**src/verilog/dia_pkg.sv**
```systemverilog
package dia_pkg;
  localparam int ADDR_W = 9;
  localparam int BANKS  = 4;
  localparam int PIN_W  = 30;
  // Sampler image after reset: row, column and write strobes, selects, refresh mode bit and request idle high
  localparam logic [PIN_W-1:0] PIN_RST = 30'h0000df9;

  localparam int CLK_PERIOD_NS = 100;
  localparam int ROW_HOLD_NS   = 30;
  localparam int COL_VALID_NS  = 40;
  localparam int COLUMN_STROBE_IN_CAS_NS  = 40;
  localparam int CAS_AUTO_NS   = 20;
  // Least time rounds up
  localparam int ROW_HOLD_CYC =
    (ROW_HOLD_NS + CLK_PERIOD_NS - 1) / CLK_PERIOD_NS;
  // Longest times round down, but never below one cycle
  localparam int COL_VALID_CYC = (COL_VALID_NS < CLK_PERIOD_NS) ? 1 :
    COL_VALID_NS / CLK_PERIOD_NS;
  localparam int COLUMN_STROBE_IN_CAS_CYC = (COLUMN_STROBE_IN_CAS_NS < CLK_PERIOD_NS) ? 1 :
    COLUMN_STROBE_IN_CAS_NS / CLK_PERIOD_NS;
  localparam int CAS_AUTO_CYC = (CAS_AUTO_NS < CLK_PERIOD_NS) ? 1 :
    CAS_AUTO_NS / CLK_PERIOD_NS;

  localparam logic [2:0] MODE_ALLBANK = 3'h3;
  localparam logic [2:0] MODE_EXT     = 3'h4;
  localparam logic [2:0] MODE_AUTO    = 3'h5;
  localparam logic [2:0] MODE_FORCED  = 3'h1;
  localparam logic [2:0] MODE_EOC     = 3'h7;

  localparam logic [1:0] EOC_SEL_RST = 2'h3;
  localparam logic [1:0] EOC_SEL_EXT = 2'h3;
  localparam logic [8:0] EOC_127     = 9'h07f;
  localparam logic [8:0] EOC_255     = 9'h0ff;
  localparam logic [8:0] EOC_511     = 9'h1ff;
  localparam logic [8:0] CNT_RST     = 9'h000;
  localparam logic [2:0] TMR_MAX     = 3'h7;

  typedef enum logic [1:0] {
    PH_PRE = 2'b00,
    PH_ROW = 2'b01,
    PH_COL = 2'b10,
    PH_END = 2'b11
  } dia_phase_type;

  typedef enum logic [2:0] {
    FR_IDLE = 3'b000,
    FR_REQ  = 3'b001,
    FR_SYNC = 3'b010,
    FR_RAS1 = 3'b011,
    FR_RAS2 = 3'b100,
    FR_DONE = 3'b101
  } dia_forced_type;
endpackage

```
**src/verilog/dia_sync.sv**
```systemverilog
`timescale 1ns/1ps
module dia_sync #(
  parameter int           W       = 1,
  parameter logic [W-1:0] RST_VAL = '0
) (
  input  wire logic         clk_sys,
  input  wire logic         reset_n,
  input  wire logic [W-1:0] async_in,
  output logic      [W-1:0] sync_out
);
  logic [W-1:0] meta_q;

  for (genvar i = 0; i < W; i++) begin : g_bit
    always_ff @(posedge clk_sys or negedge reset_n) begin
      if (!reset_n) begin
        meta_q[i]   <= RST_VAL[i];
        sync_out[i] <= RST_VAL[i];
      end else begin
        meta_q[i]   <= async_in[i];
        sync_out[i] <= meta_q[i];
      end
    end
  end
endmodule

```
**src/verilog/dia_rfcnt.sv**
```systemverilog
`timescale 1ns/1ps
module dia_rfcnt #(
  parameter int CNT_W = dia_pkg::ADDR_W
) (
  input  wire logic             clk_sys,
  input  wire logic             reset_n,
  input  wire logic             eoc_load,
  input  wire logic [1:0]       eoc_sel_in,
  input  wire logic             clear,
  input  wire logic             advance,
  output logic      [CNT_W-1:0] count,
  output logic      [1:0]       eoc_sel,
  output logic                  at_eoc
);
  import dia_pkg::*;
  logic [CNT_W-1:0] eoc_val;

  always_ff @(posedge clk_sys or negedge reset_n) begin
    if (!reset_n) eoc_sel <= EOC_SEL_RST;
    else if (eoc_load) eoc_sel <= eoc_sel_in;
  end

  always_comb begin
    case (eoc_sel)
      2'h1:       eoc_val = CNT_W'(EOC_255);
      2'h2:       eoc_val = CNT_W'(EOC_511);
      default:    eoc_val = CNT_W'(EOC_127);
    endcase
  end

  assign at_eoc = (count == eoc_val);

  always_ff @(posedge clk_sys or negedge reset_n) begin
    if (!reset_n) count <= CNT_W'(CNT_RST);
    else if (clear) count <= CNT_W'(CNT_RST);
    else if (advance) begin
      if (at_eoc) count <= CNT_W'(CNT_RST);
      else count <= count + CNT_W'(1);
    end
  end
endmodule

```
**src/verilog/dia_ctrl.sv**
```systemverilog
`timescale 1ns/1ps
module dia_ctrl (
  input  wire logic                       clk_sys,
  input  wire logic                       reset_n,
  input  wire logic [dia_pkg::ADDR_W-1:0] row_addr_in,
  input  wire logic [dia_pkg::ADDR_W-1:0] col_addr_in,
  input  wire logic                       bank_select_high,
  input  wire logic                       bank_select_low,
  input  wire logic                       address_latch_strobe,
  input  wire logic                       chip_select_n,
  input  wire logic                       row_col_select,
  input  wire logic                       row_strobe_in_n,
  input  wire logic                       column_strobe_in_n,
  input  wire logic                       write_enable_in_n,
  input  wire logic                       refresh_mode_bit,
  input  wire logic [1:0]                 mode_select_low,
  input  wire logic                       refresh_request_pin_in,
  output logic      [dia_pkg::ADDR_W-1:0] muxed_address_out,
  output logic                            muxed_address_oe_n,
  output logic      [dia_pkg::BANKS-1:0]  row_strobe_out_n,
  output logic                            column_strobe_out_n,
  output logic                            write_enable_out_n,
  output logic                            refresh_request_pin_out,
  output logic                            refresh_request_pin_oe_n
);
  import dia_pkg::*;

  logic [PIN_W-1:0]  pins_s;
  logic [ADDR_W-1:0] row_s;
  logic [ADDR_W-1:0] col_s;
  logic              bsel_hi_s;
  logic              bsel_lo_s;
  logic              ads_s;
  logic              cs_n_s;
  logic              rc_s;
  logic              ras_n_s;
  logic              cas_n_s;
  logic              we_n_s;
  logic              m2_s;
  logic [1:0]        ml_s;
  logic              rf_in_s;

  // Every pin is asynchronous to clk_sys, so all pass the sampler
  dia_sync #(
    .W       (PIN_W),
    .RST_VAL (PIN_RST)
  ) u_sync (
    .clk_sys  (clk_sys),
    .reset_n  (reset_n),
    .async_in ({row_addr_in, col_addr_in, bank_select_high,
                bank_select_low, address_latch_strobe, chip_select_n,
                row_col_select, row_strobe_in_n, column_strobe_in_n,
                write_enable_in_n, refresh_mode_bit, mode_select_low,
                refresh_request_pin_in}),
    .sync_out (pins_s)
  );

  assign {row_s, col_s, bsel_hi_s, bsel_lo_s, ads_s, cs_n_s, rc_s,
          ras_n_s, cas_n_s, we_n_s, m2_s, ml_s, rf_in_s} = pins_s;

  logic ras_p_q;
  logic rc_p_q;
  logic cas_p_q;
  logic ads_p_q;

  always_ff @(posedge clk_sys or negedge reset_n) begin
    if (!reset_n) begin
      ras_p_q <= 1'b1;
      rc_p_q  <= 1'b1;
      cas_p_q <= 1'b1;
      ads_p_q <= 1'b0;
    end else begin
      ras_p_q <= ras_n_s;
      rc_p_q  <= rc_s;
      cas_p_q <= cas_n_s;
      ads_p_q <= ads_s;
    end
  end

  logic [2:0] mode_w;
  logic       is_3a;
  logic       is_3b;
  logic       is_4;
  logic       is_auto;
  logic       is_7;
  logic       ras_fell;
  logic       ras_rose;
  logic       refresh_period_clock_rise;
  logic       refresh_period_clock_fall;
  logic       strobe_generator_clock_fall;

  logic [ADDR_W-1:0] cnt;
  logic [1:0]        eoc_sel;
  logic              at_eoc;

  assign mode_w    = {m2_s, ml_s};
  assign is_3a     = (mode_w == MODE_ALLBANK) && (eoc_sel != EOC_SEL_EXT);
  assign is_3b     = (mode_w == MODE_ALLBANK) && (eoc_sel == EOC_SEL_EXT);
  assign is_4      = (mode_w == MODE_EXT);
  assign is_auto   = (mode_w == MODE_AUTO) || (mode_w == MODE_FORCED);
  assign is_7      = (mode_w == MODE_EOC);
  assign ras_fell  = ras_p_q && !ras_n_s;
  assign ras_rose  = !ras_p_q && ras_n_s;
  // Select pin doubles as refresh clock, column input as generator clock
  assign refresh_period_clock_rise = !rc_p_q && rc_s;
  assign refresh_period_clock_fall = rc_p_q && !rc_s;
  assign strobe_generator_clock_fall = cas_p_q && !cas_n_s;

  // Address and bank latches are transparent while the strobe is high, outside MODE_EOC
  logic [ADDR_W-1:0] row_lat_q;
  logic [ADDR_W-1:0] col_lat_q;
  logic [1:0]        bank_q;

  always_ff @(posedge clk_sys or negedge reset_n) begin
    if (!reset_n) begin
      row_lat_q <= '0;
      col_lat_q <= '0;
      bank_q    <= 2'h0;
    end else if (ads_s && !is_7) begin
      row_lat_q <= row_s;
      col_lat_q <= col_s;
      bank_q    <= {bsel_hi_s, bsel_lo_s};
    end
  end

  // All-bank write sequencer, one step per generator clock fall
  dia_phase_type phase_q;

  always_ff @(posedge clk_sys or negedge reset_n) begin
    if (!reset_n) phase_q <= PH_PRE;
    else if (!is_3a) phase_q <= PH_PRE;
    else if (strobe_generator_clock_fall) begin
      unique case (phase_q)
        PH_PRE: phase_q <= PH_ROW;
        PH_ROW: phase_q <= PH_COL;
        PH_COL: phase_q <= PH_END;
        PH_END: phase_q <= PH_PRE;
      endcase
    end
  end

  // Forced refresh handshake and hidden refresh tracking
  dia_forced_type fr_q;
  logic           req_q;
  logic           hid_q;
  logic           hid_start;
  logic           fr_start;
  logic           fr_ras;

  assign hid_start = is_auto && (fr_q == FR_IDLE) && !hid_q && cs_n_s &&
                     rc_s && req_q && ras_fell;
  assign fr_start  = (fr_q == FR_SYNC) && strobe_generator_clock_fall;
  assign fr_ras    = (fr_q == FR_RAS1) || (fr_q == FR_RAS2);

  always_ff @(posedge clk_sys or negedge reset_n) begin
    if (!reset_n) req_q <= 1'b0;
    else if (is_auto && refresh_period_clock_rise) req_q <= 1'b1;
    else if (hid_start || fr_start) req_q <= 1'b0;
  end

  always_ff @(posedge clk_sys or negedge reset_n) begin
    if (!reset_n) hid_q <= 1'b0;
    else if (hid_start) hid_q <= 1'b1;
    else if (ras_rose) hid_q <= 1'b0;
  end

  always_ff @(posedge clk_sys or negedge reset_n) begin
    if (!reset_n) fr_q <= FR_IDLE;
    else if (!is_auto) fr_q <= FR_IDLE;
    else begin
      unique case (fr_q)
        FR_IDLE: if (refresh_period_clock_fall && req_q) fr_q <= FR_REQ;
        FR_REQ:  if (mode_w == MODE_FORCED) fr_q <= FR_SYNC;
        FR_SYNC: if (strobe_generator_clock_fall) fr_q <= FR_RAS1;
        FR_RAS1: if (strobe_generator_clock_fall) fr_q <= FR_RAS2;
        FR_RAS2: if (strobe_generator_clock_fall) fr_q <= FR_DONE;
        FR_DONE: if (mode_w != MODE_FORCED) fr_q <= FR_IDLE;
        default: fr_q <= FR_IDLE;
      endcase
    end
  end

  logic advance;
  logic rf_drive;

  assign advance  = (is_3a && strobe_generator_clock_fall && (phase_q == PH_END)) ||
                    (hid_q && ras_rose) ||
                    ((fr_q == FR_RAS2) && strobe_generator_clock_fall);
  assign rf_drive = (is_3a && at_eoc) || (fr_q == FR_REQ) ||
                    (fr_q == FR_SYNC);

  dia_rfcnt #(
    .CNT_W (ADDR_W)
  ) u_rfcnt (
    .clk_sys    (clk_sys),
    .reset_n    (reset_n),
    .eoc_load   (is_7 && ads_p_q && !ads_s),
    .eoc_sel_in ({bsel_hi_s, bsel_lo_s}),
    .clear      (is_7 && !rf_in_s && refresh_request_pin_oe_n),
    .advance    (advance),
    .count      (cnt),
    .eoc_sel    (eoc_sel),
    .at_eoc     (at_eoc)
  );

  // Column switch and column strobe timing for access modes
  logic [2:0] col_cnt_q;
  logic [2:0] cas_cnt_q;
  logic       early_q;
  logic       colsel_req;
  logic       show_col;
  logic       cas_arm;
  logic       cas_go;
  logic [2:0] switch_at;
  logic [2:0] cas_lag;

  assign colsel_req = is_auto ?
    (!ras_n_s && !cs_n_s && !hid_q && (fr_q == FR_IDLE)) :
    ((is_4 || is_3b) && !rc_s);
  assign switch_at  = is_auto ? 3'(ROW_HOLD_CYC + COL_VALID_CYC - 1) :
                                3'(COL_VALID_CYC - 1);
  assign show_col   = colsel_req && (col_cnt_q >= switch_at);
  assign cas_arm    = show_col && (is_auto || !cas_n_s);
  // Input low at the switch means the strobe follows the address itself
  assign cas_lag    = (is_auto || early_q) ? 3'(CAS_AUTO_CYC) :
                      3'(COLUMN_STROBE_IN_CAS_CYC - 1);
  assign cas_go     = cas_arm && (cas_cnt_q >= cas_lag);

  always_ff @(posedge clk_sys or negedge reset_n) begin
    if (!reset_n) col_cnt_q <= 3'h0;
    else if (!colsel_req) col_cnt_q <= 3'h0;
    else if (col_cnt_q != TMR_MAX) col_cnt_q <= col_cnt_q + 3'h1;
  end

  always_ff @(posedge clk_sys or negedge reset_n) begin
    if (!reset_n) cas_cnt_q <= 3'h0;
    else if (!cas_arm) cas_cnt_q <= 3'h0;
    else if (cas_cnt_q != TMR_MAX) cas_cnt_q <= cas_cnt_q + 3'h1;
  end

  always_ff @(posedge clk_sys or negedge reset_n) begin
    if (!reset_n) early_q <= 1'b0;
    else if (colsel_req && (col_cnt_q == 3'h0)) early_q <= !cas_n_s;
  end

  // Output selection; everything is registered before the pins
  logic [ADDR_W-1:0] addr_d;
  logic              oe_n_d;
  logic [BANKS-1:0]  rows_d;
  logic              cas_d;
  logic              we_d;
  logic [ADDR_W-1:0] acc_addr;
  logic [BANKS-1:0]  bank_rows;

  assign acc_addr  = show_col ? col_lat_q : row_lat_q;
  assign bank_rows = ras_n_s ? {BANKS{1'b1}} :
                     ~(BANKS'(1) << bank_q);

  always_comb begin
    addr_d = muxed_address_out;
    oe_n_d = 1'b1;
    rows_d = {BANKS{1'b1}};
    cas_d  = 1'b1;
    we_d   = 1'b1;
    if (is_3a) begin
      // Select, row strobe and write inputs are ignored in this mode
      oe_n_d = 1'b0;
      addr_d = (phase_q == PH_COL) ? col_s : cnt;
      if ((phase_q == PH_ROW) || (phase_q == PH_COL))
        rows_d = {BANKS{1'b0}};
      cas_d  = (phase_q != PH_COL);
      we_d   = 1'b0;
    end else if (is_3b) begin
      oe_n_d = 1'b0;
      addr_d = acc_addr;
      rows_d = {BANKS{ras_n_s}};
      cas_d  = !cas_go;
      we_d   = we_n_s;
    end else if (is_4) begin
      if (!cs_n_s) begin
        oe_n_d = 1'b0;
        addr_d = acc_addr;
        rows_d = bank_rows;
        cas_d  = !cas_go;
        we_d   = we_n_s;
      end
    end else if (is_auto) begin
      if (fr_q != FR_IDLE) begin
        oe_n_d = 1'b0;
        addr_d = cnt;
        if (fr_ras) rows_d = {BANKS{1'b0}};
      end else if (hid_q || (cs_n_s && rc_s)) begin
        oe_n_d = 1'b0;
        addr_d = cnt;
        rows_d = {BANKS{ras_n_s}};
      end else if (!cs_n_s) begin
        oe_n_d = 1'b0;
        addr_d = acc_addr;
        rows_d = bank_rows;
        cas_d  = !cas_go;
        we_d   = we_n_s;
      end
    end
  end

  always_ff @(posedge clk_sys or negedge reset_n) begin
    if (!reset_n) begin
      muxed_address_out  <= '0;
      muxed_address_oe_n <= 1'b1;
      row_strobe_out_n   <= {BANKS{1'b1}};
      column_strobe_out_n <= 1'b1;
      write_enable_out_n <= 1'b1;
    end else begin
      muxed_address_out  <= addr_d;
      muxed_address_oe_n <= oe_n_d;
      row_strobe_out_n   <= rows_d;
      column_strobe_out_n <= cas_d;
      write_enable_out_n <= we_d;
    end
  end

  // Open-drain request: the pin is only ever pulled low
  always_ff @(posedge clk_sys or negedge reset_n) begin
    if (!reset_n) begin
      refresh_request_pin_out  <= 1'b0;
      refresh_request_pin_oe_n <= 1'b1;
    end else begin
      refresh_request_pin_out  <= 1'b0;
      refresh_request_pin_oe_n <= !rf_drive;
    end
  end
endmodule

```
**config.mk**
```make
export PLATFORM = sky130hd
export DESIGN_NAME = dia_ctrl
export DESIGN_NICKNAME = d
export VERILOG_FILES = /design/src/verilog/dia_pkg.sv /design/src/verilog/dia_sync.sv /design/src/verilog/dia_rfcnt.sv /design/src/verilog/dia_ctrl.sv
export SDC_FILE = /design/constraint.sdc
export NUM_CORES = 1
export LEC_CHECK = 0
export CORE_MARGIN = 2
export CORE_UTILIZATION = 45
export CTS_BUF_LIST = sky130_fd_sc_hd__clkbuf_4
export DETAILED_ROUTE_END_ITERATION = 12
export DONT_BUFFER_PORTS = 1
export GPL_ROUTABILITY_DRIVEN = 1
export HOLD_SLACK_MARGIN = 0.15
export SETUP_SLACK_MARGIN = 0.02
export SLEW_MARGIN = 0
export SYNTH_ARGS = -nofsm -noshare
export SYNTH_HDL_FRONTEND = slang
export SYNTH_SLANG_ARGS = --single-unit
```
**constraint.sdc**
```tcl
create_clock -name clk_sys -period 4.1 [get_ports clk_sys]
set_clock_uncertainty 0.05 [all_clocks]
set_input_delay 0.205 -clock clk_sys [delete_from_list [all_inputs] [get_ports clk_sys]]
set_output_delay 0.205 -clock clk_sys [all_outputs]
set_load 0.01 [all_outputs]
```
==> results of run 1 <==
## metrics by stage
step / hold WS [ns] / instance area [µm²] / instances / utilization, %
2_1_floorplan: -0.141 / 5410 / 449 / -
3_3_place_gp: -0.133 / 5480 / 572 / 46.2
3_5_place_dp: -0.132 / 5480 / 572 / 46.2
6_report: 0.194 / 6390 / 665 / 53.9
5_1_grt: 0.156 / 6390 / 665 / 53.9
4_1_cts: 0.162 / 6390 / 665 / 53.9
## state kept, by name (all words and copies together) (netlist names), 3 cells and up
register           flops
fr_q                   3
col_lat_q              9
u_sync.meta_q         30
muxed_address_out      9
col_cnt_q              3
u_rfcnt.count          9
cas_cnt_q              3
u_sync.sync_out       30
row_strobe_out_n       4
row_lat_q              9
## final timing paths
kind | from | to | slack [ns]
max reg2reg | u_sync.sync_out[2]$_DFF_PN0_ | muxed_address_out[7]$_DFFE_PN0P_ | 1.09
min | col_addr_in[2] | u_sync.meta_q[14]$_DFF_PN0_ | 0.19
max | u_sync.sync_out[2]$_DFF_PN0_ | muxed_address_out[7]$_DFFE_PN0P_ | 1.09
min reg2reg | u_sync.meta_q[7]$_DFF_PN1_ | u_sync.sync_out[7]$_DFF_PN1_ | 0.30
min in group asynchronous | reset_n | early_q$_DFFE_PN0P_ | 0.22
max in group asynchronous | reset_n | bank_q[1]$_DFFE_PN0P_ | 3.28
## critical path: stages, from the launching register on
cell,delay [ns]
dfrtp_1,0.55
nand2b_1,0.34
inv_2,0.11
ha_1,0.29
nor4b_2,0.45
and4b_1,0.40
o21ai_0,0.28
a32oi_1,0.13
o221a_2,0.27
## cell families after synthesis
logic type / Yosys count / synth area share, %
flip-flops: 126 / 59.0
AO/OA/AOI/OAI: 111 / 14.0
AND/OR/NAND/NOR: 110 / 10.9
buffers and inverters: 42 / 3.47
multiplexers: 40 / 8.52
adder cells (fa/ha/maj): 13 / 3.01
XOR/XNOR: 6 / 0.972
other: 1 / 0.0694
## final cells by class
cell class	instances	share of cell area, %
timing repair buffer	63	10.1
clock inverter	13	2.17
multi-input combinational	281	31.7
sequential	126	50.0
clock buffer	19	2.23
inverter	16	0.940
tap	147	2.88
## power by group
group | total [mW] | switching [mW] | internal, mW
combinational | 0.355 | 0.173 | 0.182
clock | 0.852 | 0.476 | 0.376
sequential | 1.47 | 0.108 | 1.36
total | 2.68 | 0.757 | 1.92
## metal layers
layer	global-route usage, %	vias up	part of all wire (%)
met1	26.4	1841	46
met5	0	-	0
met2	29.5	108	47
li1	-	1734	-
met4	7.72	0	1.6
met3	5.21	15	5.0
## cells in the mapped netlist (9+ instances only)
library cell   n  area (µm²)
dfrtp_1       95        2380
nand2_1       37         139
dfstp_2       31         815
o21ai_0       26         130
mux2_2        24         270
a21oi_1       20         100
nand3_1       18        90.1
nor2_1        18        67.6
inv_1         15        56.3
clkbuf_1      13        48.8
ha_1          13         163
a31oi_1       12        75.1
mux2i_1       10         100
a32oi_1        9        78.8
buf_2          9        45.0
==> results summary, run 1 <==
The first global-routing pass estimated 19,000 µm of wire. The die outline area is ~0.013 mm². The count of yosys warnings during synthesis is 0. The area growth from synthesis to layout is 18.1%. STA puts the critical path data required time at between 4 and 5 ns. The worst setup path is of the flop to flop kind. TritonCTS built the clock tree. The final critical-path required period came out at around 3.0 ns.

In the synthesized netlist the dominant register cell turns out to be dfrtp_1. Summed over all failing endpoints, the final setup total negative slack is 0 ns. The max-capacitance violation count came out at 0.

The number of cells on the worst reg-to-reg path is 8. The number of resized instances in the post-cts repair step is 0. The number of remaining DRC errors is 0.

The total core area is between 0.01 and 0.015 mm². The wire-length estimate of the detail-placed layout is about 7200 µm. The register cell area after layout is 0.00319 mm². The clock latency reported for the late side of the worst-skew pair is about 0.54 ns.

The library cell used most frequently in the layout, excluding fill and tap cells, is dfrtp_1. The largest net degree at the start of global routing is roughly 130. The library cells used most frequently in the layout, excluding fill and tap cells, are dfrtp_1 (95), dlygate4sd3_1 (60), nand2_1 (37). Sequential cells were found to cover about three fifths of the synthesized design area. The total wirelength of the detailed-routed design came out at ~12,000 µm.

The cell at the root of the clock tree is clkbuf_4. The die is roughly 110 µm tall. Counting every net in the synthesized netlist gives 494. The multi-input logic area came out at around 0.0020 mm². The number of core rows came out at 40. Across all layers, the routed design uses 3,698 vias.

The number of cells on the worst hold path came out at 1. The die boundary width came out at ~110 µm. The combined global-route utilization of all metal layers is 19.3%. For this run, the detailed router's first-pass iteration total came to 5.

The number of enable flip-flop cells after synthesis came out at 0. The share of layout cells above drive strength 1 is between 20% and 30%. The count of antenna diodes in the layout came out at 0. The via count of the first global-routing pass came out at between 3,000 and 4,000. The total number of H-tree levels came out at 4. Yosys mapped the design onto 58 distinct sky130hd cell types. The count of mapped cells out of synthesis is approximately 450. The element type at the critical path end is a flop. The detailed-route vias per instance came out at 5.56. After global routing the overflow that remains totals 0. Dividing the detail-routed wire length by the instance count gives about 17 µm. The worst path meets setup with 1.09 ns of slack. The longest clock path from root to sink contains 2 buffers. STA classifies the critical path startpoint as a flop. The flow ran to the end, and the final reports show no timing, DRC or antenna violations. The combined area of all synthesized cells is 0.00541 mm². The number of nets in the layout is 550. TritonCTS created 17 clock buffers.

The worst setup slack before clock tree synthesis came out at about 1.2 ns. The maximum vdd ir drop is between 0.0004 and 0.0005 V. For this run, the top clock speed supported by timing is 332 MHz. The count of fill cells added during filler insertion came out at 990. The power per cell area came out at 419 mW/mm². The mean instance size in the synthesized netlist is 12.0 µm². The flip-flop and latch count after synthesis is between 100 and 150. The DRC violation total after the first TritonRoute iteration is 229. The number of nets with antenna violations after routing came out at 0. Counting flops with an async set or reset pin after synthesis yields a share of 100%.

The post-CTS setup buffer count came out at 0. The worst path arrival time came out at 3.38 ns. The clock transition time at the flip-flop clock pins of the worst setup and hold paths is approximately 0.12 ns. The final critical path takes up between 70% and 80% of the cycle. The total count of hold-check failures in the final report came out at 0. The total leakage power came out at ~2.6 nW. The count of buffers from port buffering came out at 0.

The biggest fanout along the worst timing path is 11. The number of pins with negative max-slew slack in the final report came out at 0. The number of I/O pins is 50.

At the pin with the least slew margin, the transition time is roughly 0.96 ns. The path category of the worst min-delay check is input port to flop. The routability congestion estimate is 0.857. The number of setup violations in the final report came out at 0.

Buffers inserted to repair hold after CTS numbered 61. The initial cell density of the core is between 40% and 50%. Power comes to about 2.7 mW. The clock sink count came out at 126. The number of antenna violations at the first check in global routing came out at 0. Setup repair after global routing left no endpoint under its margin. Headroom to the max-slew limit came out at a little over a third.
Power figures use the tool's default switching activity.
==> run 2, diff against run 1 <==
==> constraint.sdc (replaced) <==
create_clock -name clk_sys -period 3 [get_ports clk_sys]
set_clock_uncertainty 0.05 [all_clocks]
set_input_delay 0.15 -clock clk_sys [delete_from_list [all_inputs] [get_ports clk_sys]]
set_output_delay 0.15 -clock clk_sys [all_outputs]
set_load 0.01 [all_outputs]
==> run 2 against run 1 <==
Net effect:
- combinational power is 38% higher
- setup slack worse by 0.83 ns
- register-to-register slack worse by 0.83 ns
- wire length grew 2.1%
- sequential cell count stayed put
- first-iteration DRC count up 75%
- fmax rose by 9.8%
- critical path depth did not move
- design area up 0.53%
- non-clock buffer count grew 6
==> results summary, run 2 (synthesis results as in run 1) <==
The flow ran to the end, and the final reports show no timing, DRC or antenna violations. The total instance count after detailed placement came out at just under 600. The tree is rooted in a clkbuf_4.

The number of core rows came out at 40. The largest net degree at the start of global routing is between 100 and 150. The worst hold path belongs to the class input port to async pin. The max-slew headroom at the worst pin is 49.6%. The number of nets with antenna violations after routing came out at 0. The total wirelength of the detailed-routed design came out at around 12,000 µm. The timing-limited maximum frequency is about 370 MHz. The total leakage power came out at between 2 and 3 nW.

The detailed-route vias per instance is 5.61. Along the worst path, the maximum fanout reaches 11. Summed over all failing endpoints, the final setup total negative slack is 0 ns.

The total count of hold-check failures in the final report was 0. The area growth from synthesis to layout came out at 18.8%. The number of antenna diodes in the final layout is 0.

Clock latency on the worst-skew pair, taken at its later pin, is ~0.54 ns. The combined global-route utilization of all metal layers came out at around 20%. The share of layout cells above drive strength 1 is 22.3%.

The worst-margin pin slew is 0.756 ns. The total core area came out at about 0.012 mm². Measured on the finished design, the core utilization comes to between 50 and 60%.

The number of setup violations in the final report is 0. The number of nets in the layout is around 560. The worst setup path is launched from a flop. The clock sink count is 126. The worst path arrival time came out at 3.12 ns.

The power per cell area is ~560 mW/mm². The die outline area is about 0.013 mm². The leftover overflow at the end of global routing is 0. The routed via count is roughly 3,800. The number of cells on the worst reg-to-reg path came out at 8. The wire-length estimate of the detail-placed layout is roughly 7500 µm. In this run the critical register-to-register path is launched from u_sync.sync_out[2]$_DFF_PN0_. The largest registers in the layout are u_sync.meta_q: 30 flops, u_sync.sync_out: 30 flops. After detailed routing, the average wire length per cell comes to 17.6 µm.

The number of antenna violations at the first check in global routing is 0. The final critical-path required period is roughly 2.7 ns. The critical path is of the flop to flop type.

The total number of H-tree levels came out at 4. The slack of the worst reg-to-reg path is between 0.2 and 0.3 ns. The maximum vdd ir drop is roughly 0.00037 V. The fraction of the cycle the final worst path needs came out at 91.3%. The first-pass iteration count of the detailed router is 5. The worst setup path is captured at a flop. Tracing the worst setup path back leads to its startpoint at u_sync.sync_out[2]$_DFF_PN0_. Setup repair after global routing left no endpoint under its margin. The final non-filler cell area came out at 0.00642 mm².

The die is 114 µm tall. The post-detailed-placement cell area came out at between 0.005 and 0.006 mm². Pin placement for this block handled 50 I/O pins. The TritonCTS clock tree is done. Across the run, the number of max-cap violations was 0.

The count of buffers from port buffering is 0. The DRC violation total after the first TritonRoute iteration came out at 401. The routability congestion estimate is between 0.8 and 0.9. The initial cell density of the core is between 40 and 50%. The first global-routing pass estimated roughly 20,000 µm of wire. The clock transition time at the flip-flop clock pins of the worst setup and hold paths came out at 0.12 ns. The least setup slack across all paths after layout came out at 0.260 ns. The via count of the first global-routing pass is roughly 3,800. The required time of the critical path came out at around 3.4 ns. The library cells used most frequently in the layout, excluding fill and tap cells, are dfrtp_1 (95), dlygate4sd3_1 (61), nand2_1 (37). The TritonCTS buffer count came out at 17. The non-filler instance count after layout came out at about 670. The clock passes through at most 2 buffers.

The die boundary width is between 100 and 150 µm. The library cell used most frequently in the layout, excluding fill and tap cells, is dfrtp_1. After clock tree synthesis, the setup repair step added 0 buffers. The number of pins with negative max-slew slack in the final report came out at 0.

The number of remaining DRC errors came out at 0. The worst setup slack before clock tree synthesis came out at 0.212 ns.
==> run 2: changes by cell type in the layout (fill, tap and decap cells not counted), sizes merged <==
cell,delta
dlygate4sd3,+1
clkinvlp,-1
clkinv,+1
inv,+3
buf,+5
clkbuf,-2
bufinv,-1
==> run 2: report_power, final <==
part           switching (mW)  internal, mW  leakage (nW)
sequential              0.149          1.86          1.48
clock                   0.668         0.423         0.137
combinational           0.238         0.253          1.03
==> run 2: area by class of cell <==
cell class / count / area (µm²)
clock buffers: 17 / 128
well taps: 147 / 184
clock inverters: 15 / 138
flip-flops and latches: 126 / 3190
multi-input cells: 281 / 2030
fillers: 1008 / 5440
inverters: 16 / 60.1
repair buffers: 69 / 691
==> run 2: final timing paths <==
kind / end
setup / recovery: muxed_address_out[5]$_DFFE_PN0P_
min in group clk_sys: u_sync.sync_out[9]$_DFF_PN0_
max in group asynchronous: bank_q[0]$_DFFE_PN0P_
setup reg to reg: muxed_address_out[5]$_DFFE_PN0P_
hold / removal: cas_cnt_q[0]$_DFFE_PN0P_
hold reg to reg: u_sync.sync_out[9]$_DFF_PN0_
==> run 2: worst max-delay path, stage by stage (launching register included) <==
cell      delay [ns]
dfrtp_1         0.53
nand2b_2        0.29
inv_2           0.09
ha_1            0.28
nor4b_2         0.29
and4b_1         0.38
o21ai_0         0.31
a32oi_1         0.16
o221a_2         0.26
==> run 2: routing by layer <==
metal  global-route usage (%)  share of wire (%)  up-vias
li1                         -                  -     1750
met1                     27.7                 45     1844
met2                     29.4                 46      143
met3                     6.11                6.9       26
met4                     8.13                2.1        0
met5                        0                  0        -
==> run 2: repair_timing <==
action / CTS / global route
gates resized for setup: 0 / 1
hold buffers: 62 / 0
endpoints found under the setup margin: 0 / 2
endpoints found under the hold margin: 156 / 0
==> run 2: through the flow <==
step	total power, mW	hold slack [ns]
after floorplan	2.31	-0.196
after global placement	2.41	-0.188
after detailed placement	2.43	-0.189
after CTS	3.64	0.218
after global routing	3.79	0.248
final	3.59	0.235
